[config.mk]
export PLATFORM = sky130hd
export DESIGN_NAME = sl_loader
export DESIGN_NICKNAME = d
export VERILOG_FILES = /design/src/verilog/sl_pkg.sv /design/src/verilog/sl_sum_acc.sv /design/src/verilog/sl_tx_buf.sv /design/src/verilog/sl_loader.sv
export VERILOG_INCLUDE_DIRS = /design/src /design/src/verilog
export SDC_FILE = /design/constraint.sdc
export NUM_CORES = 1
export LEC_CHECK = 0
export ABC_CLOCK_PERIOD_IN_PS = 4300
export BUFFER_PORTS_ARGS = -buffer_cell sky130_fd_sc_hd__buf_2
export CAP_MARGIN = 30
export CORE_ASPECT_RATIO = 1.5
export CORE_MARGIN = 5
export CORE_UTILIZATION = 55
export CTS_BUF_LIST = sky130_fd_sc_hd__clkbuf_4 sky130_fd_sc_hd__clkbuf_8
export DETAILED_ROUTE_END_ITERATION = 6
export PLACE_DENSITY = 0.74
export SYNTH_ARGS = -nofsm -noshare
export SYNTH_HDL_FRONTEND = slang
export SYNTH_SLANG_ARGS = --single-unit
[constraint.sdc]
create_clock -name sys_clk_i -period 4.3 [get_ports sys_clk_i]
set_clock_uncertainty 0.05 [all_clocks]
set_input_delay 0.645 -clock sys_clk_i [delete_from_list [all_inputs] [get_ports sys_clk_i]]
set_output_delay 0.645 -clock sys_clk_i [all_outputs]
set_load 0.005 [all_outputs]
[src/verilog/sl_params.svh]
`ifndef SL_PARAMS_SVH
`define SL_PARAMS_SVH
// Flash window and password limits
`define SL_FLASH_LO  16'hc000
`define SL_FLASH_HI  16'hffff
`define SL_PW_HI     16'hff9f
`define SL_PW_LIM    16'hffa0
`define SL_BLANK_LO  16'hffe0
`define SL_ERASED    8'hff
`define SL_PW_MIN    8'h08
// Hex record fields
`define SL_MARK      8'h3a
`define SL_REC_DATA  8'h00
`define SL_REC_END   8'h01
`define SL_REC_EXT   8'h02
`define SL_EXT_LEN   8'h02
`define SL_EXT_LIM   16'h1000
// Response frames
`define SL_ID_CNT    8'h0a
`define SL_ADDR_LEN  8'h02
`define SL_ROM_BLKS  8'h01
`define SL_ST_CNT    8'h04
`define SL_ID_LAST   4'hc
`define SL_ST_LAST   4'h6
`define SL_SUM_LAST  4'h1
`define SL_CK_FIRST  4'h2
`define SL_ID_CK_HI  4'hb
`define SL_ST_CK_HI  4'h5
`endif

[src/verilog/sl_pkg.sv]
`default_nettype none
package sl_pkg;
  typedef enum logic [3:0] {
    ST_IDLE  = 4'h0,
    ST_PWRX  = 4'h1,
    ST_BLANK = 4'h2,
    ST_CNT   = 4'h3,
    ST_PWCMP = 4'h4,
    ST_HEX   = 4'h5,
    ST_SUM   = 4'h6,
    ST_SUMTX = 4'h7,
    ST_IDTX  = 4'h8,
    ST_STTX  = 4'h9,
    ST_HALT  = 4'ha
  } sl_state_t;
  typedef enum logic [2:0] {
    HF_MARK = 3'h0,
    HF_LEN  = 3'h1,
    HF_AH   = 3'h2,
    HF_AL   = 3'h3,
    HF_TYPE = 3'h4,
    HF_DATA = 3'h5,
    HF_CKS  = 3'h6
  } sl_hex_t;
  typedef enum logic [2:0] {
    MD_WRITE = 3'h0,
    MD_RAM   = 3'h1,
    MD_SUM   = 3'h2,
    MD_ID    = 3'h3,
    MD_STAT  = 3'h4,
    MD_ERASE = 3'h5
  } sl_mode_t;
endpackage
`default_nettype wire

[src/verilog/sl_sum_acc.sv]
`default_nettype none
module sl_sum_acc (
  // Clock and reset
  input  wire logic        sys_clk_i,
  input  wire logic        reset_n_i,
  // Byte input
  input  wire logic        clr_i,
  input  wire logic        add_i,
  input  wire logic [7:0]  byte_i,
  // Running sum
  output logic      [15:0] sum_o
);
  // Bytes add one at a time; carries past bit 15 simply fall off
  always_ff @(posedge sys_clk_i or negedge reset_n_i) begin
    if (!reset_n_i) begin
      sum_o <= 16'h0000;
    end else if (clr_i) begin
      sum_o <= 16'h0000;
    end else if (add_i) begin
      sum_o <= sum_o + {8'h00, byte_i};
    end
  end
endmodule
`default_nettype wire

[src/verilog/sl_tx_buf.sv]
`default_nettype none
module sl_tx_buf #(
  parameter int W = 8
) (
  // Clock and reset
  input  wire logic         sys_clk_i,
  input  wire logic         reset_n_i,
  // Fill side
  input  wire logic         in_valid_i,
  input  wire logic [W-1:0] in_data_i,
  output logic              in_ready_o,
  // Drain side
  output logic              out_valid_o,
  output logic      [W-1:0] out_data_o,
  input  wire logic         out_ready_i
);
  logic         skid_v_q;
  logic [W-1:0] skid_d_q;

  // Full when the skid slot holds a word; a stalled receiver loses nothing
  assign in_ready_o = !skid_v_q;

  // Output stage first, skid slot catches a word while the output stalls
  always_ff @(posedge sys_clk_i or negedge reset_n_i) begin
    if (!reset_n_i) begin
      out_valid_o <= 1'b0;
      out_data_o  <= '0;
      skid_v_q    <= 1'b0;
      skid_d_q    <= '0;
    end else if (!out_valid_o || out_ready_i) begin
      if (skid_v_q) begin
        out_data_o <= skid_d_q;
        out_valid_o <= 1'b1;
        skid_v_q <= 1'b0;
      end else begin
        out_valid_o <= in_valid_i;
        if (in_valid_i) begin
          out_data_o <= in_data_i;
        end
      end
    end else if (in_valid_i && !skid_v_q) begin
      skid_v_q <= 1'b1;
      skid_d_q <= in_data_i;
    end
  end
endmodule
`default_nettype wire

[src/verilog/sl_loader.sv]
`default_nettype none
`include "sl_params.svh"
// Operation
// - Checksum adds every covered byte singly; reported as upper and lower byte.
// - Flash write and sum modes sum the whole flash from C000H.
// - Record length, address, type and checksum never enter the sum.
// - RAM loading sums from first to last received RAM address.
// - ID and status responses checksum their own transferred bytes.
// - Erase sums erased sectors, or the whole flash after chip erase.
// - After a record checksum, only a 3AH mark starts the next record.
// - Receive or format errors halt silently.
// - Unknown record type or bad record checksum is a format error.
// - Extended length not 02H, or data after extended address >=1000H, errors.
// - End record with nonzero length is a format error.
// - Password lies in C000H..FF9FH, at least eight bytes.
// - All FFH at FFE0H..FFFFH means blank: no compare, addresses still taken.
// - Count address out of range, count below 8, or late start errors.
// - Three identical consecutive password bytes halt silently.
// - Password mismatch halts until reset.
// - Blank part expects records right after compare start; dummy 3AH misparses.
// - ID response is thirteen fixed-order bytes with count 0AH.
// - Last ID byte is two's complement of bytes 3 to 12.
module sl_loader #(
  parameter logic [7:0] ID_RSV0 = 8'h5a // Arbitrary reserved identity byte
) (
  // Clock and reset
  input  wire logic             sys_clk_i,
  input  wire logic             reset_n_i,
  // Command
  input  wire logic             start_i,
  input  wire sl_pkg::sl_mode_t mode_i,
  input  wire logic [1:0]       status_code_i,
  input  wire logic [15:0]      erase_start_i,
  input  wire logic [15:0]      erase_end_i,
  // Receive bytes
  input  wire logic             rx_valid_i,
  input  wire logic [7:0]       rx_data_i,
  input  wire logic             rx_err_i,
  // Transmit bytes
  output logic                  tx_valid_o,
  output logic      [7:0]       tx_data_o,
  input  wire logic             tx_ready_i,
  // Memory port
  output logic      [15:0]      mem_addr_o,
  output logic                  mem_rd_o,
  input  wire logic [7:0]       mem_rdata_i,
  output logic                  mem_we_o,
  output logic      [7:0]       mem_wdata_o,
  // Status
  output logic                  busy_o,
  output logic                  halt_o
);
  import sl_pkg::*;

  sl_state_t   st_q;
  sl_hex_t     hf_q;
  sl_mode_t    md_q;
  logic [7:0]  rxb_q, len_q, rsum_q, rtype_q, cnt_q, pwb_q, p1_q, p2_q;
  logic [15:0] cur_q, end_q, password_count_location_q, password_compare_start_q, raddr_q, ext_q, first_q, last_q;
  logic [3:0]  idx_q;
  logic [1:0]  pwn_q;
  logic        rxv_q, dv_q, blank_q, have_q, extbig_q, gotfirst_q;
  logic        take, rd_req, wr_now, fail, push, tx_rdy, acc_clr, acc_en;
  logic [7:0]  push_d, acc_b;
  logic [15:0] acc_sum, er_lo, er_hi;
  logic        blank_now;

  // Password area check, used for both address fields
  function automatic logic pw_ok(input logic [15:0] a);
    pw_ok = (a >= `SL_FLASH_LO) && (a <= `SL_PW_HI);
  endfunction

  // Byte of an outgoing frame
  function automatic logic [7:0] frame_byte(input sl_state_t s, input logic [3:0] i,
                                            input logic [1:0] code, input logic [15:0] sm);
    frame_byte = 8'h00;
    case (s)
      ST_SUMTX: frame_byte = (i == 4'h0) ? sm[15:8] : sm[7:0];
      ST_IDTX: begin
        case (i)
          4'h0: frame_byte = `SL_MARK;
          4'h1: frame_byte = `SL_ID_CNT;
          4'h2: frame_byte = `SL_ADDR_LEN;
          4'h3: frame_byte = ID_RSV0;
          4'h7: frame_byte = `SL_ROM_BLKS;
          4'h8: frame_byte = 8'(`SL_FLASH_LO >> 8);
          4'h9: frame_byte = 8'(`SL_FLASH_LO);
          4'ha: frame_byte = 8'(`SL_FLASH_HI >> 8);
          4'hb: frame_byte = 8'(`SL_FLASH_HI);
          4'hc: frame_byte = 8'h00 - sm[7:0];
          default: frame_byte = 8'h00;
        endcase
      end
      ST_STTX: begin
        case (i)
          4'h0: frame_byte = `SL_MARK;
          4'h1: frame_byte = `SL_ST_CNT;
          4'h2: frame_byte = {6'h00, code};
          4'h6: frame_byte = 8'h00 - sm[7:0];
          default: frame_byte = 8'h00;
        endcase
      end
      default: frame_byte = 8'h00;
    endcase
  endfunction

  // Chip erase when start lies above end, else the named sectors only
  assign er_lo = (erase_start_i > erase_end_i) ? `SL_FLASH_LO : erase_start_i;
  assign er_hi = (erase_start_i > erase_end_i) ? `SL_FLASH_HI : erase_end_i;

  // Byte consumption and silent error detection
  always_comb begin
    take = rxv_q && (st_q == ST_PWRX || st_q == ST_HEX || (st_q == ST_PWCMP && !have_q));
    fail = (st_q != ST_IDLE) && (st_q != ST_HALT) && rx_valid_i
           && (rx_err_i || (rxv_q && !take));
    rd_req = !mem_rd_o && !dv_q && (st_q == ST_BLANK || st_q == ST_CNT
             || st_q == ST_SUM || (st_q == ST_PWCMP && have_q));
    wr_now = take && st_q == ST_HEX && hf_q == HF_DATA && rtype_q == `SL_REC_DATA;
    blank_now = blank_q && (mem_rdata_i == `SL_ERASED);
  end

  // Transmit pushes and checksum feed
  always_comb begin
    push = tx_rdy && (st_q == ST_SUMTX || st_q == ST_IDTX || st_q == ST_STTX);
    push_d = frame_byte(st_q, idx_q, status_code_i, acc_sum);
    acc_clr = (st_q == ST_IDLE) && start_i;
    acc_en = 1'b0;
    acc_b = push_d;
    if (st_q == ST_SUM && dv_q) begin
      acc_en = 1'b1;
      acc_b = mem_rdata_i;
    end else if (push && idx_q >= `SL_CK_FIRST) begin
      acc_en = (st_q == ST_IDTX) ? (idx_q <= `SL_ID_CK_HI)
             : (st_q == ST_STTX) && (idx_q <= `SL_ST_CK_HI);
    end
  end

  // One byte held from the receiver; a second before it is used is an overrun
  always_ff @(posedge sys_clk_i or negedge reset_n_i) begin
    if (!reset_n_i) begin
      rxv_q <= 1'b0;
      rxb_q <= 8'h00;
    end else if (rx_valid_i && !rx_err_i) begin
      rxv_q <= 1'b1;
      rxb_q <= rx_data_i;
    end else if (take) begin
      rxv_q <= 1'b0;
    end
  end

  // Memory port; read data are valid the cycle after the strobe
  always_ff @(posedge sys_clk_i or negedge reset_n_i) begin
    if (!reset_n_i) begin
      mem_rd_o <= 1'b0;
      mem_we_o <= 1'b0;
      dv_q <= 1'b0;
      mem_addr_o <= 16'h0000;
      mem_wdata_o <= 8'h00;
    end else begin
      mem_rd_o <= rd_req;
      dv_q <= mem_rd_o;
      mem_we_o <= wr_now;
      mem_wdata_o <= rxb_q;
      mem_addr_o <= wr_now ? raddr_q : cur_q;
    end
  end

  // Status flags
  always_ff @(posedge sys_clk_i or negedge reset_n_i) begin
    if (!reset_n_i) begin
      busy_o <= 1'b0;
      halt_o <= 1'b0;
    end else begin
      busy_o <= (st_q != ST_IDLE) && (st_q != ST_HALT);
      halt_o <= (st_q == ST_HALT);
    end
  end

  // Sequencer: password phase, record parsing, sums and frames
  always_ff @(posedge sys_clk_i or negedge reset_n_i) begin
    if (!reset_n_i) begin
      st_q <= ST_IDLE;
      hf_q <= HF_MARK;
      md_q <= MD_WRITE;
      {len_q, rsum_q, rtype_q, cnt_q, pwb_q, p1_q, p2_q} <= '0;
      {cur_q, end_q, password_count_location_q, password_compare_start_q, raddr_q, ext_q, first_q, last_q} <= '0;
      idx_q <= 4'h0;
      pwn_q <= 2'h0;
      {blank_q, have_q, extbig_q, gotfirst_q} <= 4'h0;
    end else if (fail) begin
      st_q <= ST_HALT;
    end else begin
      case (st_q)
        ST_IDLE: if (start_i) begin
          md_q <= mode_i;
          {idx_q, cnt_q, pwn_q} <= '0;
          {blank_q, have_q, extbig_q, gotfirst_q} <= 4'h8;
          {first_q, last_q, ext_q} <= '0;
          cur_q <= `SL_FLASH_LO;
          end_q <= `SL_FLASH_HI;
          case (mode_i)
            MD_SUM: st_q <= ST_SUM;
            MD_ID: st_q <= ST_IDTX;
            MD_STAT: st_q <= ST_STTX;
            MD_WRITE, MD_RAM, MD_ERASE: st_q <= ST_PWRX;
            default: st_q <= ST_HALT;
          endcase
        end
        ST_PWRX: if (take) begin
          {password_count_location_q, password_compare_start_q} <= {password_count_location_q[7:0], password_compare_start_q, rxb_q};
          cnt_q <= cnt_q + 8'h01;
          if (cnt_q == 8'h03) begin
            cur_q <= `SL_BLANK_LO;
            st_q <= ST_BLANK;
          end
        end
        ST_BLANK: if (dv_q) begin
          blank_q <= blank_now;
          if (cur_q != `SL_FLASH_HI) begin
            cur_q <= cur_q + 16'h0001;
          end else if (!pw_ok(password_count_location_q)) begin
            st_q <= ST_HALT;
          end else if (!blank_now) begin
            cur_q <= password_count_location_q;
            st_q <= ST_CNT;
          end else if (!pw_ok(password_compare_start_q)) begin
            st_q <= ST_HALT;
          end else begin
            st_q <= (md_q == MD_ERASE) ? ST_SUM : ST_HEX;
            {cur_q, end_q} <= {er_lo, er_hi};
            hf_q <= HF_MARK;
          end
        end
        ST_CNT: if (dv_q) begin
          if (mem_rdata_i < `SL_PW_MIN || !pw_ok(password_compare_start_q)
              || password_compare_start_q > (`SL_PW_LIM - {8'h00, mem_rdata_i})) begin
            st_q <= ST_HALT;
          end else begin
            cnt_q <= mem_rdata_i;
            cur_q <= password_compare_start_q;
            st_q <= ST_PWCMP;
          end
        end
        ST_PWCMP: begin
          if (take) begin
            if (pwn_q == 2'h2 && rxb_q == p1_q && p1_q == p2_q) begin
              st_q <= ST_HALT;
            end
            {p2_q, p1_q, pwb_q} <= {p1_q, rxb_q, rxb_q};
            pwn_q <= (pwn_q == 2'h2) ? pwn_q : pwn_q + 2'h1;
            have_q <= 1'b1;
          end else if (dv_q) begin
            have_q <= 1'b0;
            cur_q <= cur_q + 16'h0001;
            cnt_q <= cnt_q - 8'h01;
            if (mem_rdata_i != pwb_q) begin
              st_q <= ST_HALT;
            end else if (cnt_q == 8'h01) begin
              st_q <= (md_q == MD_ERASE) ? ST_SUM : ST_HEX;
              {cur_q, end_q} <= {er_lo, er_hi};
              hf_q <= HF_MARK;
            end
          end
        end
        ST_HEX: if (take) begin
          rsum_q <= rsum_q + rxb_q;
          case (hf_q)
            HF_MARK: begin
              rsum_q <= 8'h00;
              if (rxb_q == `SL_MARK) begin
                hf_q <= HF_LEN;
              end
            end
            HF_LEN: begin
              len_q <= rxb_q;
              hf_q <= HF_AH;
            end
            HF_AH: begin
              raddr_q[15:8] <= rxb_q;
              hf_q <= HF_AL;
            end
            HF_AL: begin
              raddr_q[7:0] <= rxb_q;
              hf_q <= HF_TYPE;
            end
            HF_TYPE: begin
              rtype_q <= rxb_q;
              hf_q <= (len_q == 8'h00) ? HF_CKS : HF_DATA;
              if (rxb_q > `SL_REC_EXT) begin
                st_q <= ST_HALT;
              end else if (rxb_q == `SL_REC_EXT && len_q != `SL_EXT_LEN) begin
                st_q <= ST_HALT;
              end else if (rxb_q == `SL_REC_END && len_q != 8'h00) begin
                st_q <= ST_HALT;
              end else if (rxb_q == `SL_REC_DATA && extbig_q) begin
                st_q <= ST_HALT;
              end
            end
            HF_DATA: begin
              len_q <= len_q - 8'h01;
              if (len_q == 8'h01) begin
                hf_q <= HF_CKS;
              end
              if (rtype_q == `SL_REC_EXT) begin
                ext_q <= {ext_q[7:0], rxb_q};
              end
              if (wr_now) begin
                raddr_q <= raddr_q + 16'h0001;
                last_q <= raddr_q;
                gotfirst_q <= 1'b1;
                if (!gotfirst_q) begin
                  first_q <= raddr_q;
                end
              end
            end
            HF_CKS: begin
              hf_q <= HF_MARK;
              if (rsum_q + rxb_q != 8'h00) begin
                st_q <= ST_HALT;
              end else if (rtype_q == `SL_REC_EXT) begin
                extbig_q <= (ext_q >= `SL_EXT_LIM);
              end else if (rtype_q == `SL_REC_END) begin
                st_q <= ST_SUM;
                cur_q <= (md_q == MD_RAM) ? first_q : `SL_FLASH_LO;
                end_q <= (md_q == MD_RAM) ? last_q : `SL_FLASH_HI;
              end
            end
            default: hf_q <= HF_MARK;
          endcase
        end
        ST_SUM: if (dv_q) begin
          if (cur_q == end_q) begin
            st_q <= ST_SUMTX;
            idx_q <= 4'h0;
          end else begin
            cur_q <= cur_q + 16'h0001;
          end
        end
        ST_SUMTX, ST_IDTX, ST_STTX: if (push) begin
          idx_q <= idx_q + 4'h1;
          if ((st_q == ST_SUMTX && idx_q == `SL_SUM_LAST)
              || (st_q == ST_IDTX && idx_q == `SL_ID_LAST)
              || (st_q == ST_STTX && idx_q == `SL_ST_LAST)) begin
            st_q <= ST_IDLE;
            idx_q <= 4'h0;
          end
        end
        ST_HALT: st_q <= ST_HALT;
        default: st_q <= ST_HALT;
      endcase
    end
  end

  sl_sum_acc u_acc (
    .sys_clk_i (sys_clk_i),
    .reset_n_i (reset_n_i),
    .clr_i     (acc_clr),
    .add_i     (acc_en),
    .byte_i    (acc_b),
    .sum_o     (acc_sum)
  );

  // Frames pass a two-word buffer; a stalled receiver stalls the sequencer
  sl_tx_buf #(.W(8)) u_txb (
    .sys_clk_i   (sys_clk_i),
    .reset_n_i   (reset_n_i),
    .in_valid_i  (push),
    .in_data_i   (push_d),
    .in_ready_o  (tx_rdy),
    .out_valid_o (tx_valid_o),
    .out_data_o  (tx_data_o),
    .out_ready_i (tx_ready_i)
  );
endmodule
`default_nettype wire

# ---- Word level (Yosys, flattened, before mapping)
# Index checks and enable logic that the tools add are counted.
# W data, S select, Z words.
dict set report op_classes {
  muxes 159
  order_cmp 12
  n_bitwise 2
  reduce_logical 102
  eq_ne 102
  addsub 11
}
# operator n
set op_table {}
lappend op_table {{$mux W16} 55}
lappend op_table {{$mux W4} 33}
lappend op_table {{$pmux W16 S7} 1}
lappend op_table {{$pmux W16 S2} 3}
lappend op_table {{$mux W8} 11}
lappend op_table {{$pmux W16 S4} 1}
lappend op_table {{$pmux W8 S4} 2}
lappend op_table {{$pmux W8 S8} 1}
lappend op_table {{$pmux W8 S2} 3}
lappend op_table {{$ne A2 B2 Y1 const B} 20}
lappend op_table {{$mux W3} 12}
lappend op_table {{$add A16 B1 Y16 const B} 2}
lappend op_table {{$eq A8 B1 Y1 const B} 4}
lappend op_table {{$ge A16 B16 Y1 const B} 2}
lappend op_table {{$gt A16 B16 Y1} 2}
lappend op_table {{$le A16 B16 Y1 const B} 2}
lappend op_table {{$pmux W4 S8} 1}
lappend op_table {{$logic_and A1 B1 Y1} 30}
lappend op_table {{$ne A3 B3 Y1 const B} 10}
lappend op_table {{$eq A4 B4 Y1 const B} 7}
lappend op_table {{$eq A4 B3 Y1 const B} 6}
lappend op_table {{$eq A8 B2 Y1 const B} 3}
lappend op_table {{$logic_not A8 Y1} 3}
lappend op_table {{$pmux W8 S3} 1}
lappend op_table {{68 further kinds} 173}
dict set report totals {
  register_bits 268
  output_inout_bits 37
  wordCells 426
  inputBits 59
}

# ---- Logic depth before layout (Yosys ltp)
# Gate-level depths: netlist of run 1.
dict set report logic_depth {
  ltp_word 11
  ltp_mapped 20
  ltp_nobuf 20
}

# ---- Modules after synthesis
# Synthesis of run 1 repeated with hierarchy kept, for this count alone.
dict set report hier_totals {
  cells_unflattened 1693
  area_unflattened_um2 16273.1
}
# mod area_per_inst_um2 n_inst seq_area_each_um2 cells_each
set modules_own_cells {}
lappend modules_own_cells {sl_loader 14373.8 1 5655.4 1520}
lappend modules_own_cells {sl_sum_acc 1113.6 1 400.4 122}
lappend modules_own_cells {sl_tx_buf 785.8 1 450.4 51}

# ---- Worst setup path before layout of run 1
# No wires, ideal clock.
dict set report synth_timing {
  path_kind {flip-flop to flip-flop}
  start {register idx_q[0]}
  end {register u_acc.sum_o[12]}
  path_slack_ns 0.316
  period_less_slack_ns 3.984
  arrival_ns 3.856
  setup_time_ns 0.078
  path_buffers 1
  path_stages_with_launch 21
  t_required_ns 4.172
  cell_sequence {dfrtp_1 inv_1 ha_1 nor3b_1 clkbuf_1 a21oi_1 nor2_1 a31oi_1 o21ai_0 mux2_2 ha_1 inv_1 fa_1 nor2b_1 o21ai_0 a21oi_1 o21a_1 o21a_1 o21ai_0 or3_1 a21oi_1}
}
dict set report synth_via {
  elab_chain_cells 8
  word_cells_on_any_way 28
  cone_classes {add/sub (1); order compare (3); eq/ne (9); mux (10); reduce/logical (5)}
}
# element line
set synth_rtl {}
lappend synth_rtl {{from (decl)} sl_loader.sv:60} ;# logic [3:0] idx_q;
lappend synth_rtl {{from (signal assigned)} sl_loader.sv:340} ;# idx_q <= idx_q + 4'h1;
lappend synth_rtl {{$eq A4 B4 Y1} sl_loader.sv:80} ;# case (i)
lappend synth_rtl {{$reduce_or A2 Y1 (no source line)} --}
lappend synth_rtl {{$pmux W8 S8} sl_loader.sv:80}
lappend synth_rtl {{$pmux W8 S3} sl_loader.sv:77} ;# case (s)
lappend synth_rtl {{$mux W8} sl_loader.sv:129} ;# if (st_q == ST_SUM && dv_q) begin
lappend synth_rtl {{$add A16 B8 Y16} sl_sum_acc.sv:20} ;# sum_o <= sum_o + {8'h00, byte_i};
lappend synth_rtl {{$mux W16} sl_sum_acc.sv:19} ;# end else if (add_i) begin
lappend synth_rtl {{$mux W16} sl_sum_acc.sv:17} ;# end else if (clr_i) begin
lappend synth_rtl {{to (signal assigned)} sl_sum_acc.sv:20}
lappend synth_rtl {{to (decl)} sl_sum_acc.sv:11} ;# output logic [15:0] sum_o
# Several ways; a longest one is shown, not always the timed one. The select of a mux whose other input is x is not followed.
# A chain may end at the register's enable or synchronous reset.

# ---- Final worst setup path of run 1
dict set report layout_timing {
  start {register idx_q[1]}
  end {register u_acc.sum_o[12]}
}
# The elaborated chain is that of the path after synthesis.

==> qor.csv, run 1 <==
metric,value,unit
startpoint,idx_q[1]$_DFFE_PN0P_,
power-per-cell-area,445,nW/um^2
rrSetupSlack,0.23,ns
fin_crit,4.07,ns
grt_max_degree,100,
synth_area_leaders,"dfrtp_1 42%, mux2_2 6.3%, nand2_1 4.7%",
ant_nets,0,
start_util,55.5,%
fin_crit_sh,94.6,%
leakagePower,8.09,nW
area_delta_synth_final,12.3,%
worst_pin_slew,0.936,ns
port_buffers,95,
die-width,147,um
clockBufferDepth,3,
grt_pass1_vias,14051,
cts_tree,yes,
cp-end-kind,register,
synth_seq_cells,260,
setup_ws,0.234,ns
diodes,0,
dp.cells,2104,
drc,0,
drv_cap,0,
cts_sinks,260,
fin_util,62.4,%
reg2regPathDepth,16,
yosysUniqueCellTypes,76,
relSlewSlack,37.6,%
final-setup-viol-count,0,
min_path_type,in -> async,
r2r_end,u_acc.sum_o[12]$_DFFE_PN0P_,
pre_cts_ws,0.0880,ns
rsz0062_at_grt,no,
layout-drive-gt1-share,18.4,%
die-area,31800,um^2
final-hold-violation-count,0,
grtUsageTotal,30.1,%
path_max_fanout,8,
layout_common_cells,"260 x dfrtp_1, 194 x nand2_1, 141 x o21ai_0",
vias_per_cell,6.44,
endpoint,u_acc.sum_o[12]$_DFFE_PN0P_,
instances_no_fill,2177,
antenna_found_initial,0,
synth_async_sr_flop_share,100,%
synth_edf_count,0,
postSynthNetCount,1829,
maxSlewViolCount,0,
max_clock_freq,246,MHz
fin_setup_tns,0,ns
dpl.hpwl,34.9,mm
status,"complete, no violations",
clockRootBuffer,clkbuf_8,
syn_inst,1710,
synth_top_cell_by_area,dfrtp_1,
cts_made_buffers,42,
wl,47.9,mm
grt_pass1_wl,76.3,mm
h-tree-depth,2,
path_class,reg -> reg,
ctsHoldBuffers,0,
dr.pass1.iters,6,
final_common_cell,dfrtp_1,
first_iter_violations,1077,
critPathArrivalTime,4.51,ns
wl_per_cell,22.0,um
ir_drop,269,uV
final_nets,1923,
row_count,75,
syn_area_per_cell,9.08,um^2
crit_required,4.74,ns
yosys_warnings,0,
clk_pin_slew,0.07,ns
core_area,28000,um^2
vias,14023,
yosysTopAreaCellShare,41.9,%
place_congestion,1.02,
start_kind,register,
io_pins,96,
grt_overflow,0,
die_h,216,um
clock_latency,0.58,ns
synth-seq-area-share,41.9,%
synth_area,15500,um^2
r2r_start,idx_q[1]$_DFFE_PN0P_,
finalPower,0.00776,W
ys.flop_type,dfrtp_1,
==> per-stage QoR <==
step	area, um^2	hold slack (ns)
2_1_floorplan	15500	0.299
3_3_place_gp	16500	0.386
3_5_place_dp	16500	0.389
4_1_cts	17400	0.0855
5_1_grt	17400	0.124
6_report	17400	0.0623
==> synthesized netlist by cell type (5+ instances only) <==
library cell	n
o211ai_1	12
o2111ai_1	7
a21oi_1	109
nand3_1	49
buf_1	7
a211oi_1	15
nand2_1	194
mux2i_1	30
clkbuf_1	94
o22ai_1	33
a31oi_1	11
o21ai_0	144
nor3b_1	6
nand4_1	17
o21a_1	10
nand3b_1	5
or3_1	10
nand2b_1	15
nor4b_1	5
a221oi_1	9
o41ai_1	5
o31ai_1	16
o221a_2	5
or4_1	6
a22o_1	22
a21o_1	13
xor2_1	30
and2_1	8
nor3_1	48
and3_1	24
o21ai_1	9
ha_1	58
inv_1	73
xnor2_1	27
a22oi_1	17
or2_2	6
nor4_1	12
nor2b_1	17
o221ai_1	7
mux2_2	87
a221o_1	8
a222oi_1	6
dfrtp_1	260
nor2_1	107
==> sequential cells by signal (all words and copies together) (netlist names), 16 cells and up <==
name / cells
cur_q: 16
end_q: 16
first_q: 16
last_q: 16
mem_addr_o: 16
password_compare_start_q: 16
password_count_location_q: 16
raddr_q: 16
u_acc.sum_o: 16
==> cell type report <==
type,count,area [um^2]
clock buffers,63,798
flip-flops and latches,260,6510
well taps,346,433
multi-input cells,1271,8370
inverters,73,274
fillers,2357,10500
clock inverters,8,97.6
repair buffers,156,956
==> per-layer routing <==
layer | up-vias | global-route usage (%) | part of all wire (%)
li1 | 6416 | - | -
met1 | 6762 | 36.2 | 38
met2 | 631 | 50.6 | 48
met3 | 214 | 4.09 | 6.1
met4 | 0 | 19.3 | 7.6
met5 | - | 0 | 0
==> cells by family after synthesis <==
group                    after synthesis  synth area share (%)
adder cells (fa/ha/maj)               60                  4.93
AND/OR/NAND/NOR                      541                  16.7
XOR/XNOR                              57                  3.21
flip-flops                           260                  41.9
multiplexers                         119                  8.39
buffers and inverters                179                  4.50
AO/OA/AOI/OAI                        494                  20.4
==> worst max-delay path: stages, from the launching register on <==
cell and delay, ns:
dfrtp_1 0.44, inv_1 0.17, ha_1 0.24, nor3b_1 0.26, buf_4 0.19, buf_4 0.18, mux2i_1 0.26, o221ai_1 0.34
mux2_2 0.39, ha_1 0.29, nand2_1 0.05, a21oi_1 0.18, o21a_1 0.17, o21a_1 0.16, o21ai_1 0.10, or3_1 0.39
a21oi_1 0.13
==> report_power, final <==
| part | leakage (nW) | total, W | internal, W | switching (W) |
|---|---|---|---|---|
| Combinational | 4.18 | 0.00239 | 0.000944 | 0.00144 |
| Sequential | 3.44 | 0.00305 | 0.00273 | 0.000320 |
| Clock | 0.477 | 0.00232 | 0.00131 | 0.00101 |
==> worst min path at each step <==
| stage | end | slack, ns | cells past startpoint |
|---|---|---|---|
| after detailed placement | dv_q$_DFF_PN0_ | 0.39 | 0 |
| after global placement | dv_q$_DFF_PN0_ | 0.39 | 0 |
| after global routing | rxb_q[5]$_DFFE_PN0P_ | 0.12 | 1 |
| after floorplan | blank_q$_DFFE_PN0P_ | 0.30 | 0 |
| final | rxb_q[6]$_DFFE_PN0P_ | 0.06 | 1 |
| after CTS | rxb_q[6]$_DFFE_PN0P_ | 0.09 | 1 |
==> what timing repair did <==
action	4_1_cts	5_1_grt
resized for setup	0	6
setup endpoints to repair	0	4
setup buffers	0	2
Note: power is estimated with default switching activity, not from simulation.
==> inputs of run 2 (changes only) <==
Settings changed: SETUP_SLACK_MARGIN from default to 0.4.
==> run 2 against run 1 <==
  * Hold slack improved by 0.015 ns
  * Critical endpoint unchanged
  * First-iteration DRC count rose by 5.2%
  * Cell area rose by 0.33%
  * Critical path depth fell by 2
  * Largest cell class unchanged
==> qor.csv, run 2 (synthesis results as in run 1) <==
metric,value,unit
place_area,16500,um^2
core_area,28000,um^2
fin_crit,3.75,ns
final_nets,1928,
die-width,147,um
pwr-share-comb,32.3,%
dpl.hpwl,35.8,mm
crit_required,4.77,ns
min_path_type,in -> async,
vias,14259,
area_delta_synth_final,12.6,%
ant_nets,0,
switching_share,37.2,%
relSlewSlack,35.7,%
ctsHoldBuffers,0,
pre_cts_ws,0.213,ns
final-hold-violation-count,0,
clockRootBuffer,clkbuf_8,
cts_sinks,260,
layout_common_cells,"260 x dfrtp_1, 193 x nand2_1, 140 x o21ai_0",
row_count,75,
grt_overflow,0,
clock_latency,0.59,ns
power_switching,0.00288,W
status,"complete, no violations",
design_area,17500,um^2
first_iter_violations,1133,
die_h,216,um
grt_max_degree,110,
fillers,2410,
h-tree-depth,2,
drc,0,
maxSlewViolCount,0,
start_kind,register,
leakagePower,8.10,nW
fin_crit_sh,87.2,%
grtUsageTotal,30.6,%
rsz0062_at_grt,yes,
final-setup-viol-count,0,
place_congestion,1.03,
antenna_found_initial,0,
setup_ws,0.551,ns
die-area,31800,um^2
worst_pin_slew,0.964,ns
path_max_fanout,5,
start_util,55.5,%
wl_per_cell,22.5,um
ir_drop,237,uV
grt_pass1_wl,77.8,mm
clockPowerShare,28.4,%
port_buffers,95,
vias_per_cell,6.53,
cts_made_buffers,43,
grt_pass1_vias,14198,
final_common_cell,dfrtp_1,
path_class,reg -> reg,
critPathArrivalTime,4.22,ns
dr.pass1.iters,5,
seqPwrFrac,39.3,%
layout-drive-gt1-share,19.4,%
clockBufferDepth,3,
fin_setup_tns,0,ns
clk_pin_slew,0.07,ns
finalPower,0.00776,W
cp-end-kind,register,
power-per-cell-area,444,nW/um^2
cts_tree,yes,
max_clock_freq,267,MHz
p_int,0.00488,W
drv_cap,0,
rrSetupSlack,0.55,ns
io_pins,96,
wl,49.1,mm
-- run 2: cell types whose count changed in the layout (fill, tap and decap cells not counted), sizes merged --
cell / previous run / this run
buf: 156 / 160
bufinv: 2 / 0
clkbuf: 63 / 60
clkinv: 4 / 7
clkinvlp: 0 / 3
diode: 0 / 1
inv: 75 / 76
-- run 2: per-layer routing --
metal | share of wire, % | track usage (%) | vias to the layer above | wire, um
met5 | 0 | 0 | - | 0
met4 | 6.8 | 19.1 | 0 | 3340
met3 | 6.2 | 4.03 | 207 | 3060
met2 | 50 | 52.7 | 704 | 24400
met1 | 37 | 36.1 | 6901 | 18400
li1 | - | - | 6447 | -
-- run 2: area by class of cell --
type	count	area (um^2)	area share, %
Multi-Input combinational cell	1271	8430	48.2
Sequential cell	260	6510	37.2
Antenna cell	1	2.50	0.0143
Timing Repair Buffer	160	1010	5.78
Clock buffer	60	751	4.29
Clock inverter	13	91.3	0.522
Inverter	73	274	1.57
Tap cell	346	433	2.47
-- run 2: what timing repair did --
| item | in CTS | in global routing |
|---|---|---|
| setup buffers | 4 | 1 |
| pin swaps | 1 | 2 |
| resized for setup | 3 | 20 |
| endpoints found under the setup margin | 4 | 9 |
-- run 2: metrics by stage --
step / util [%] / cells / hold WS (ns)
floorplan: - / 1710 / 0.299
global placement: 59.1 / 2105 / 0.366
detailed placement: 59.1 / 2105 / 0.368
CTS: 62.3 / 2182 / 0.0994
global route: 62.6 / 2183 / 0.152
finish: 62.6 / 2184 / 0.0778
-- run 2: power by group through the flow --
stage	clock [W]	sequential [W]	combinational, W
2_1_floorplan	0	0.00296	0.00158
3_3_place_gp	0	0.00307	0.00231
3_5_place_dp	0	0.00308	0.00234
4_1_cts	0.00225	0.00304	0.00243
5_1_grt	0.00235	0.00308	0.00272
6_report	0.00220	0.00305	0.00250
-- run 2: final timing paths --
check | start | endpoint | cells past startpoint
worst min register to register | mem_rd_o$_DFF_PN0_ | dv_q$_DFF_PN0_ | 0
max in group asynchronous | reset_n_i | rxb_q[5]$_DFFE_PN0P_ | 2
min in group sys_clk_i | rx_data_i[2] | rxb_q[2]$_DFFE_PN0P_ | 2
worst max-delay path | idx_q[0]$_DFFE_PN0P_ | u_acc.sum_o[12]$_DFFE_PN0P_ | 14
worst min-delay path | reset_n_i | cnt_q[2]$_DFFE_PN0P_ | 1
worst max register to register | idx_q[0]$_DFFE_PN0P_ | u_acc.sum_o[12]$_DFFE_PN0P_ | 14
-- run 2: critical path, cell delays in order (launching register included) --
cell,delay [ns]
dfrtp_1,0.42
inv_2,0.10
ha_2,0.23
nor3_1,0.25
a221o_1,0.25
buf_4,0.17
o21bai_2,0.08
a221oi_1,0.53
buf_4,0.25
o21ai_0,0.16
ha_1,0.38
o21a_1,0.21
o21ai_2,0.09
or3_1,0.37
a21oi_1,0.12
